<file path="config.mk">
export PLATFORM = sky130hd
export DESIGN_NAME = decr_relearn
export DESIGN_NICKNAME = d
export VERILOG_FILES = /design/src/decr_pkg.sv /design/src/decr_filt_if.sv /design/src/decr_persist.sv /design/src/decr_relearn.sv
export VERILOG_INCLUDE_DIRS = /design/src
export SDC_FILE = /design/constraint.sdc
export NUM_CORES = 1
export LEC_CHECK = 0
export BUFFER_PORTS_ARGS = -buffer_cell sky130_fd_sc_hd__buf_2
export CAP_MARGIN = 20
export CORE_MARGIN = 2
export CORE_UTILIZATION = 45
export DETAILED_ROUTE_END_ITERATION = 12
export GPL_ROUTABILITY_DRIVEN = 0
export PLACE_DENSITY_LB_ADDON = 0.1
export SLEW_MARGIN = 0
export SYNTH_ARGS = -nofsm -noshare
export SYNTH_HDL_FRONTEND = slang
export SYNTH_SLANG_ARGS = --single-unit
export TNS_END_PERCENT = 50
</file>
<file path="constraint.sdc">
create_clock -name CLK_SYS -period 25 [get_ports CLK_SYS]
set_input_delay 1.25 -clock CLK_SYS [delete_from_list [all_inputs] [get_ports CLK_SYS]]
set_output_delay 1.25 -clock CLK_SYS [all_outputs]
set_load 0.005 [all_outputs]
</file>
<file path="src/decr_defines.svh">
// Purpose: constants for end-of-discharge detection and capacity relearn
// Assumes: all tunables arrive as static inputs from nonvolatile storage
// Notes:   charge state is coded with 128 meaning full
//
// What this block does
// RULE1: At or below the near-empty charge point (128 = full), voltage is favoured over current.
// RULE2: At or above the near-full charge point (128 = full), voltage is favoured over current.
// RULE3: At the first empty voltage, remaining capacity is loaded with the reserve and a relearn is evaluated.
// RULE4: An empty condition counts only after it held for the 8-bit filter count of periods (up to 255).
// RULE5: The reserve load also needs the configured number of periods of valid voltage readings.
// RULE6: A relearn needs a discharge from full to empty with no charging and current never over the ceiling.
// RULE7: A relearn may change learned full charge by at most the change cap, where 255 means 100 percent.
// RULE8: A relearn is skipped when the accumulated error is above the error ceiling.
// RULE9: For the first configured number of relearns the change cap is not applied.
// RULE10: At the final empty voltage, remaining capacity is forced to 0 when that option is enabled.
// RULE11: Learned full charge is all charge counted from full to empty plus the reserve, and is output.
// RULE12: Tunables are static inputs and every condition is evaluated once per measurement tick.
`ifndef DECR_DEFINES_SVH
`define DECR_DEFINES_SVH

`define DECR_CAP_W        16
`define DECR_CNT_W        8
`define DECR_FILT_N       3
`define DECR_FILT_EOD1    0
`define DECR_FILT_VALID   1
`define DECR_FILT_EOD2    2
`define DECR_FULL_RESET   16'h1036
`define DECR_LEARNS_RESET 8'h00
`define DECR_CNT_MAX      8'hff
`define DECR_CAP_SCALE    24'h0000ff
`define DECR_ZERO_CAP     16'h0000

`endif

</file>
<file path="src/decr_pkg.sv">
// Purpose: shared types for the relearn block
// Assumes: widths come from decr_defines.svh
// Notes:   none
`include "decr_defines.svh"

package decr_pkg;

  typedef logic [`DECR_CAP_W-1:0] decr_cap_t;
  typedef logic [`DECR_CNT_W-1:0] decr_cnt_t;

  typedef struct packed {
    decr_cnt_t count;
    logic      hit;
  } decr_filt_state_t;

endpackage : decr_pkg

</file>
<file path="src/decr_filt_if.sv">
// Purpose: carrier between the main block and one persistence filter
// Assumes: one clock, tick and ce from the same domain
// Notes:   none
`timescale 1ns/1ps

interface decr_filt_if;
  logic             ce;
  logic             tick;
  logic             cond;
  decr_pkg::decr_cnt_t limit;
  logic             hit;

  modport owner  (output ce, output tick, output cond, output limit,
                  input hit);
  modport filter (input ce, input tick, input cond, input limit,
                  output hit);
endinterface : decr_filt_if

</file>
<file path="src/decr_persist.sv">
// Purpose: counts consecutive ticks on which a condition holds
// Assumes: limit is static between ticks
// Notes:   hit is a registered level, limit 0 hits on the first tick
`timescale 1ns/1ps
`include "decr_defines.svh"

module decr_persist (
  input  wire logic CLK_SYS,
  input  wire logic RSTN,
  decr_filt_if.filter f
);

  decr_pkg::decr_filt_state_t st;
  decr_pkg::decr_filt_state_t next_st;
  decr_pkg::decr_cnt_t        inc;

  always_comb begin
    next_st = st;
    inc     = (st.count == `DECR_CNT_MAX) ? st.count
                                          : st.count + 8'h01;
    if (f.tick) begin                                 // [RULE12]
      if (f.cond) begin
        next_st.count = inc;
        next_st.hit   = (inc >= f.limit);             // [RULE4]
      end else begin
        next_st.count = 8'h00;
        next_st.hit   = 1'b0;
      end
    end
  end

  always_ff @(posedge CLK_SYS) begin
    if (!RSTN) begin
      st <= '0;
    end else if (f.ce) begin
      st <= next_st;
    end
  end

  assign f.hit = st.hit;

endmodule : decr_persist

</file>
<file path="src/decr_relearn.sv">
// Purpose: end-of-discharge detection and learned full charge relearn
// Assumes: all inputs come from logic on CLK_SYS, no synchronisers
// Notes:   CURRENT is signed, positive while charging
`timescale 1ns/1ps
`include "decr_defines.svh"

module decr_relearn (
  input  wire logic        CLK_SYS,
  input  wire logic        RSTN,
  input  wire logic        CE,
  input  wire logic        TICK,
  // measurements
  input  wire logic [15:0] PACK_VOLTAGE,
  input  wire logic        PACK_VOLTAGE_VALID,
  input  wire logic signed [15:0] PACK_CURRENT,
  input  wire logic [7:0]  CHARGE_STATE,
  input  wire logic        FULLY_CHARGED,
  input  wire logic [15:0] COUNTED_DISCHARGE,
  input  wire logic [15:0] ACCUMULATED_ERROR,
  // tunables
  input  wire logic [7:0]  LOW_SOC_WEIGHTING_POINT,
  input  wire logic [7:0]  HIGH_SOC_WEIGHTING_POINT,
  input  wire logic [15:0] RESERVE_CAPACITY_VALUE,
  input  wire logic [7:0]  EMPTY_FILTER_COUNT,
  input  wire logic [7:0]  NEAR_EMPTY_VALID_COUNT,
  input  wire logic [15:0] LEARN_CURRENT_CEILING,
  input  wire logic [7:0]  LEARN_CHANGE_CAP,
  input  wire logic [15:0] LEARN_ERROR_CEILING,
  input  wire logic [7:0]  UNLIMITED_LEARN_CYCLES,
  input  wire logic [15:0] FIRST_EMPTY_VOLTAGE,
  input  wire logic [15:0] FINAL_EMPTY_VOLTAGE,
  input  wire logic        FINAL_EMPTY_ZERO_EN,
  // results
  output logic             VOLTAGE_WEIGHT_LOW,
  output logic             VOLTAGE_WEIGHT_HIGH,
  output logic             RESERVE_CAPACITY_LOAD,
  output logic             ZERO_CAPACITY_LOAD,
  output logic [15:0]      CAPACITY_LOAD_VALUE,
  output logic             LEARN_DONE,
  output logic             LEARN_SKIPPED,
  output logic             LEARN_QUALIFIED,
  output logic [15:0]      LEARNED_FULL_CHARGE,
  output logic [7:0]       LEARN_COUNT
);

  // ==========================================================
  // state
  // ==========================================================
  typedef struct packed {
    logic                weight_low;
    logic                weight_high;
    logic                qualified;
    logic                eod1_done;
    logic                eod2_done;
    logic                reserve_load;
    logic                zero_load;
    decr_pkg::decr_cap_t load_value;
    logic                learn_done;
    logic                learn_skipped;
    decr_pkg::decr_cap_t learned;
    decr_pkg::decr_cnt_t learns;
  } decr_state_t;

  decr_state_t st;
  decr_state_t next_st;

  // ==========================================================
  // helpers
  // ==========================================================
  function automatic logic at_or_below(input logic [15:0] v,
                                       input logic [15:0] th);
    at_or_below = (v <= th);
  endfunction : at_or_below

  function automatic logic [15:0] magnitude(input logic signed [15:0] c);
    magnitude = c[15] ? 16'(-c) : 16'(c);
  endfunction : magnitude

  // ==========================================================
  // persistence filters
  // ==========================================================
  logic [`DECR_FILT_N-1:0] filt_cond;
  logic [`DECR_FILT_N-1:0] filt_hit;
  decr_pkg::decr_cnt_t     filt_limit [`DECR_FILT_N];

  always_comb begin
    filt_cond[`DECR_FILT_EOD1]  = at_or_below(PACK_VOLTAGE,
                                              FIRST_EMPTY_VOLTAGE);
    filt_cond[`DECR_FILT_VALID] = PACK_VOLTAGE_VALID &&
                                  at_or_below(PACK_VOLTAGE,
                                              FIRST_EMPTY_VOLTAGE);
    filt_cond[`DECR_FILT_EOD2]  = at_or_below(PACK_VOLTAGE,
                                              FINAL_EMPTY_VOLTAGE);
    filt_limit[`DECR_FILT_EOD1]  = EMPTY_FILTER_COUNT;       // [RULE4]
    filt_limit[`DECR_FILT_VALID] = NEAR_EMPTY_VALID_COUNT;   // [RULE5]
    filt_limit[`DECR_FILT_EOD2]  = EMPTY_FILTER_COUNT;       // [RULE4]
  end

  genvar gi;
  generate
    for (gi = 0; gi < `DECR_FILT_N; gi = gi + 1) begin : g_filt
      decr_filt_if fi ();
      assign fi.ce    = CE;
      assign fi.tick  = TICK;
      assign fi.cond  = filt_cond[gi];
      assign fi.limit = filt_limit[gi];
      assign filt_hit[gi] = fi.hit;
      decr_persist u_persist (
        .CLK_SYS (CLK_SYS),
        .RSTN    (RSTN),
        .f       (fi)
      );
    end
  endgenerate

  // ==========================================================
  // relearn arithmetic
  // ==========================================================
  logic        eod1_event;
  logic        eod2_event;
  logic        charging;
  logic        over_ceiling;
  logic [16:0] candidate;
  logic [15:0] candidate_sat;
  logic [23:0] cap_product;
  logic [15:0] max_delta;
  logic [16:0] upper_bound;
  logic [15:0] lower_bound;
  logic        limit_active;
  logic [15:0] new_learned;

  always_comb begin
    eod1_event = filt_hit[`DECR_FILT_EOD1] &&                 // [RULE3]
                 filt_hit[`DECR_FILT_VALID] &&                // [RULE5]
                 !st.eod1_done;
    eod2_event = filt_hit[`DECR_FILT_EOD2] && !st.eod2_done;
    charging     = !PACK_CURRENT[15] && (PACK_CURRENT != 16'sh0000);
    over_ceiling = PACK_CURRENT[15] &&
                   (magnitude(PACK_CURRENT) > LEARN_CURRENT_CEILING);
    // full charge is what was counted plus what is left in reserve
    candidate     = {1'b0, COUNTED_DISCHARGE} +
                    {1'b0, RESERVE_CAPACITY_VALUE};          // [RULE11]
    candidate_sat = candidate[16] ? 16'hffff : candidate[15:0];
    cap_product   = st.learned * LEARN_CHANGE_CAP;
    max_delta     = 16'(cap_product / `DECR_CAP_SCALE);     // [RULE7]
    upper_bound   = {1'b0, st.learned} + {1'b0, max_delta};
    lower_bound   = (st.learned > max_delta) ?
                    st.learned - max_delta : 16'h0000;
    limit_active  = (st.learns >= UNLIMITED_LEARN_CYCLES);  // [RULE9]
    new_learned   = candidate_sat;
    if (limit_active) begin                                 // [RULE7]
      if ({1'b0, candidate_sat} > upper_bound) begin
        new_learned = upper_bound[16] ? 16'hffff : upper_bound[15:0];
      end else if (candidate_sat < lower_bound) begin
        new_learned = lower_bound;
      end
    end
  end

  // ==========================================================
  // next state
  // ==========================================================
  always_comb begin
    next_st               = st;
    next_st.reserve_load  = 1'b0;
    next_st.zero_load     = 1'b0;
    next_st.learn_done    = 1'b0;
    next_st.learn_skipped = 1'b0;
    if (TICK) begin                                         // [RULE12]
      next_st.weight_low  = (CHARGE_STATE <=
                             LOW_SOC_WEIGHTING_POINT);      // [RULE1]
      next_st.weight_high = (CHARGE_STATE >=
                             HIGH_SOC_WEIGHTING_POINT);     // [RULE2]

      // qualification of a full-to-empty discharge
      if (FULLY_CHARGED) begin
        next_st.qualified = 1'b1;
      end
      if (charging) begin
        next_st.qualified = FULLY_CHARGED;                  // [RULE6]
        next_st.eod1_done = 1'b0;
        next_st.eod2_done = 1'b0;
      end else if (over_ceiling) begin
        next_st.qualified = 1'b0;                           // [RULE6]
      end

      if (eod1_event && !charging) begin
        next_st.eod1_done    = 1'b1;
        next_st.reserve_load = 1'b1;                        // [RULE3]
        next_st.load_value   = RESERVE_CAPACITY_VALUE;
        next_st.qualified    = 1'b0;
        if (st.qualified && !over_ceiling) begin            // [RULE6]
          if (ACCUMULATED_ERROR > LEARN_ERROR_CEILING) begin
            next_st.learn_skipped = 1'b1;                   // [RULE8]
          end else begin
            next_st.learned    = new_learned;               // [RULE11]
            next_st.learn_done = 1'b1;
            if (st.learns != `DECR_CNT_MAX) begin
              next_st.learns = st.learns + 8'h01;           // [RULE9]
            end
          end
        end
      end

      if (eod2_event && !charging) begin
        next_st.eod2_done = 1'b1;
        if (FINAL_EMPTY_ZERO_EN) begin                      // [RULE10]
          next_st.zero_load    = 1'b1;
          next_st.reserve_load = 1'b0;
          next_st.load_value   = `DECR_ZERO_CAP;
        end
      end
    end
  end

  // ==========================================================
  // registers
  // ==========================================================
  always_ff @(posedge CLK_SYS) begin
    if (!RSTN) begin
      st         <= '0;
      st.learned <= `DECR_FULL_RESET;
      st.learns  <= `DECR_LEARNS_RESET;
    end else if (CE) begin
      st <= next_st;
    end
  end

  // ==========================================================
  // outputs
  // ==========================================================
  assign VOLTAGE_WEIGHT_LOW    = st.weight_low;
  assign VOLTAGE_WEIGHT_HIGH   = st.weight_high;
  assign RESERVE_CAPACITY_LOAD = st.reserve_load;
  assign ZERO_CAPACITY_LOAD    = st.zero_load;
  assign CAPACITY_LOAD_VALUE   = st.load_value;
  assign LEARN_DONE            = st.learn_done;
  assign LEARN_SKIPPED         = st.learn_skipped;
  assign LEARN_QUALIFIED       = st.qualified;
  assign LEARNED_FULL_CHARGE   = st.learned;
  assign LEARN_COUNT           = st.learns;

endmodule : decr_relearn

</file>
==> impl_metrics.ini <==
[outcome]
status = finished clean

[clock_network]
cts.sinks = 76
cts_buffers = 9
post_cts_buffers = 0
cts_tree = done
insertion_delay_ps = 350
cts_buffer_depth = 2
clk_pin_slew_ps = 60
h-tree-depth = 3
root_buffer = clkbuf_16

[final_layout]
multi_input_area_sq_um = 15810
fill_cells = 4240
fin_nets = 3218
finish.utilization = 0.4959
syn_to_final_growth_pct = 9.118
layout-drive-gt1-share = 0.1455
final-seq-area_sq_um = 1521

[pwr]
ir_drop_mv = 0.1474
internal-power_mw = 1.294
comb_power_share = 0.917
power.switching_mw = 1.797
powerDensity_nw_per_um2 = 148.9
p_seq_frac = 0.040
switching_share = 0.5814
power.share.clock = 0.044
p_leak_nw = 9.745

[worst_setup_path]
worstReg2RegStart = LEARNED_FULL_CHARGE[6]
cp_data_arrival_time_ps = 23330
cp_max_fo = 30
worstSetupPathType = input port to flop
cp_top_family = compound AO/OA/AOI/OAI gates
rr_endpoint = LEARNED_FULL_CHARGE[14]
rrSetupSlack_ps = 2300
end_kind = flop
critPathLaunchType = input port
cp_data_required_time_ps = 25240
path_buf_inv = 10
slowest_delay_ps = 650
rr_worst_depth = 88
crit_slowest_cell = nor4_2
path_common_cell = a21oi_1

[logic_synthesis]
synth_area_sq_um = 19020
syn_inst = 2514
synthesis.nets = 3049
synthFlopType = dfxtp_1
synth_compound_area_frac = 0.2499
ys_seq_area_frac = 0.07999
yosysWarnings = 0
async_flop_share = 0
synth_edf_count = 0
synth_xor_xnor_area_share = 0.05802
synthMuxAreaShare = 0.01895
ys_types = 123
synth_simple_gate_area_share = 0.2519
ys_ff_latch = 76
synth_top_family_by_area = simple AND/OR/NAND/NOR gates
avgSynthCellArea_sq_um = 7.565
synth-adder-area-share = 0.2512

[flow_run]
max_cap_violations = 0

[timing]
fin_setup_tns_ps = 0
relSlewSlack = 0.2820
rsz0062_at_grt = false
fin_crit_sh = 0.9237
period_needed_ps = 23090
tightest_slew_ps = 1074
fmax_mhz = 43.30
hold_violations = 0
setup_viol = 0
fin_skew_ps = 9.769
slew_viol_final = 0

[die]
die_y_um = 209.6
io_pins = 254
core_sq_um = 41850
die_x_um = 209.6
start_util = 0.4544
core.rowCount = 75
die_area_sq_um = 43930

[min_path]
hold_end = st[45]
worstHoldStart = st[45]
hold_class = flop to flop
hold-path-cell-count = 2

[drt]
dr.pass1.iters = 6
drt-initial-drc-count = 1209
vias = 18568
wl_per_cell_um = 16.88
drt.antenna.violating_nets = 0
via_per_inst = 5.752
drc = 0
wl_um = 54480

[grt]
antenna_found_initial = 4
grtUsageTotal = 0.2451
grt_pass1_wl_um = 89200
grt_max_degree = 77
grt.overflow.total = 0
grt_pass1_vias = 17735

[place]
dp_hpwl_um = 44940
port_buffers = 253
## routing by layer
| layer | vias up | wire [um] | GRT usage |
|---|---|---|---|
| met5 | - | 0 | 0 |
| met4 | 0 | 1303 | 0.06652 |
| met3 | 91 | 2658 | 0.02918 |
| met2 | 556 | 25740 | 0.4225 |
| met1 | 8704 | 24780 | 0.3241 |
| li1 | 9217 | - | - |
## power groups by stage
stage | clock network (mW) | registers, mW | logic, mW
after floorplan | 0 | 0.125 | 2.20
after global placement | 0 | 0.125 | 2.78
after detailed placement | 0 | 0.125 | 2.78
after CTS | 0.139 | 0.122 | 2.80
after global routing | 0.144 | 0.122 | 3.14
final | 0.135 | 0.122 | 2.83
## area by class of cell
class                   instances  share of cell area
clock buffers                  12             0.01236
inverters                     285             0.05167
flip-flops and latches         76             0.07331
clock inverters                 3            0.002231
diodes                          2           0.0002412
multi-input cells            2044              0.7616
repair buffers                267             0.06608
well taps                     539             0.03250
## flip-flops by register name, indices dropped and copies added (netlist names), 2 cells and up
name and cells:
LEARNED_FULL_CHARGE 16, g_filt.u_persist.f.hit 3, g_filt.u_persist.st 24, st 2, LEARN_COUNT 8, CAPACITY_LOAD_VALUE 16
## worst max path at each step
stage	depth (start not counted)	start	slack [ps]	end
floorplan	90	LEARN_CHANGE_CAP[7]	4110	LEARNED_FULL_CHARGE[10]
global placement	90	LEARN_CHANGE_CAP[7]	2120	LEARNED_FULL_CHARGE[14]
detailed placement	89	LEARN_CHANGE_CAP[6]	1640	LEARNED_FULL_CHARGE[14]
CTS	89	LEARN_CHANGE_CAP[6]	1910	LEARNED_FULL_CHARGE[14]
global route	90	LEARN_CHANGE_CAP[7]	60	LEARNED_FULL_CHARGE[12]
finish	89	LEARN_CHANGE_CAP[7]	1910	LEARNED_FULL_CHARGE[14]
## worst reg2reg max path: cells and delay by family (launching register included)
kind                     cells  cell delay [ps]
adder cells (fa/ha/maj)     10             4060
buffers and inverters        9             1170
multiplexers                 2              670
flip-flops                   1              820
XOR/XNOR                     3             1060
AO/OA/AOI/OAI               39             9750
AND/OR/NAND/NOR             25             5070
## placed cells by master (no fill, tap or decap), types with 20 or more instances in the layout
master | Yosys | final
a211oi_1 | 21 | 20
a21o_1 | 31 | 31
a21oi_1 | 173 | 173
a22oi_1 | 22 | 22
a31oi_1 | 26 | 25
and2_1 | 140 | 140
and3_1 | 24 | 24
buf_2 | 2 | 253
dfxtp_1 | 76 | 76
fa_1 | 87 | 87
ha_1 | 241 | 241
inv_1 | 280 | 280
nand2_1 | 177 | 177
nand2b_1 | 58 | 58
nand3_1 | 61 | 61
nand4_1 | 57 | 57
nor2_1 | 144 | 144
nor2b_1 | 75 | 75
nor3_1 | 56 | 56
o211ai_1 | 28 | 28
o21a_1 | 23 | 23
o21ai_0 | 120 | 120
o21ai_1 | 21 | 21
o22ai_1 | 21 | 21
or3_1 | 20 | 20
xnor2_1 | 81 | 81
xor2_1 | 30 | 30
## cell usage after synthesis (all sizes together) (7+ instances only)
cell type | number | area [sq um]
o21a | 23 | 172.7
dfxtp | 76 | 1521
nor3 | 61 | 336.6
o211ai | 31 | 247.7
a21boi | 18 | 138.9
xnor2 | 86 | 802.0
o22ai | 22 | 143.9
o211a | 19 | 190.2
fa | 87 | 1742
and4 | 8 | 70.07
nand2b | 58 | 362.9
or2 | 10 | 65.07
a211o | 7 | 61.31
inv | 285 | 1072
nand2 | 179 | 676.9
mux2 | 14 | 165.2
xor2 | 31 | 279.0
a22oi | 22 | 165.2
o22a | 7 | 61.31
or3 | 22 | 147.6
mux2i | 15 | 195.2
o31ai | 21 | 195.2
nor2b | 75 | 469.2
a31oi | 26 | 162.7
a41oi | 18 | 157.7
o21ai | 146 | 749.5
and2 | 142 | 889.6
nor2 | 147 | 564.3
a211oi | 29 | 265.3
ha | 241 | 3015
o41ai | 7 | 125.1
o2111ai | 7 | 73.82
nor4 | 19 | 182.7
and3 | 25 | 161.4
a21oi | 176 | 892.1
o21bai | 17 | 127.6
buf | 61 | 456.7
nand3 | 64 | 335.3
nand4 | 57 | 356.6
a21o | 31 | 232.7
clkbuf | 48 | 185.2
## per-stage QoR
step / power [mW] / instances / instance area (sq um) / hold WS (ps) / setup WS, ps
6_report: 3.091 / 3228 / 20750 / 471.8 / 1908
5_1_grt: 3.410 / 3227 / 20750 / 509.0 / 57.54
4_1_cts: 3.063 / 3226 / 20730 / 476.1 / 1913
3_5_place_dp: 2.903 / 3211 / 20430 / 467.4 / 1641
3_3_place_gp: 2.903 / 3209 / 20410 / 460.3 / 2122
2_1_floorplan: 2.326 / 2514 / 19020 / 441.2 / 4114
## what timing repair did
item | 4_1_cts | 5_1_grt
hold buffers | 0 | 0
setup endpoints to repair | 0 | 16
resized for setup | 0 | 2
## cell families after synthesis
family / after synthesis
XOR/XNOR: 118
adder cells (fa/ha/maj): 330
flip-flops: 76
AND/OR/NAND/NOR: 887
multiplexers: 29
AO/OA/AOI/OAI: 680
buffers and inverters: 394
(Power assumes the default switching activity.)
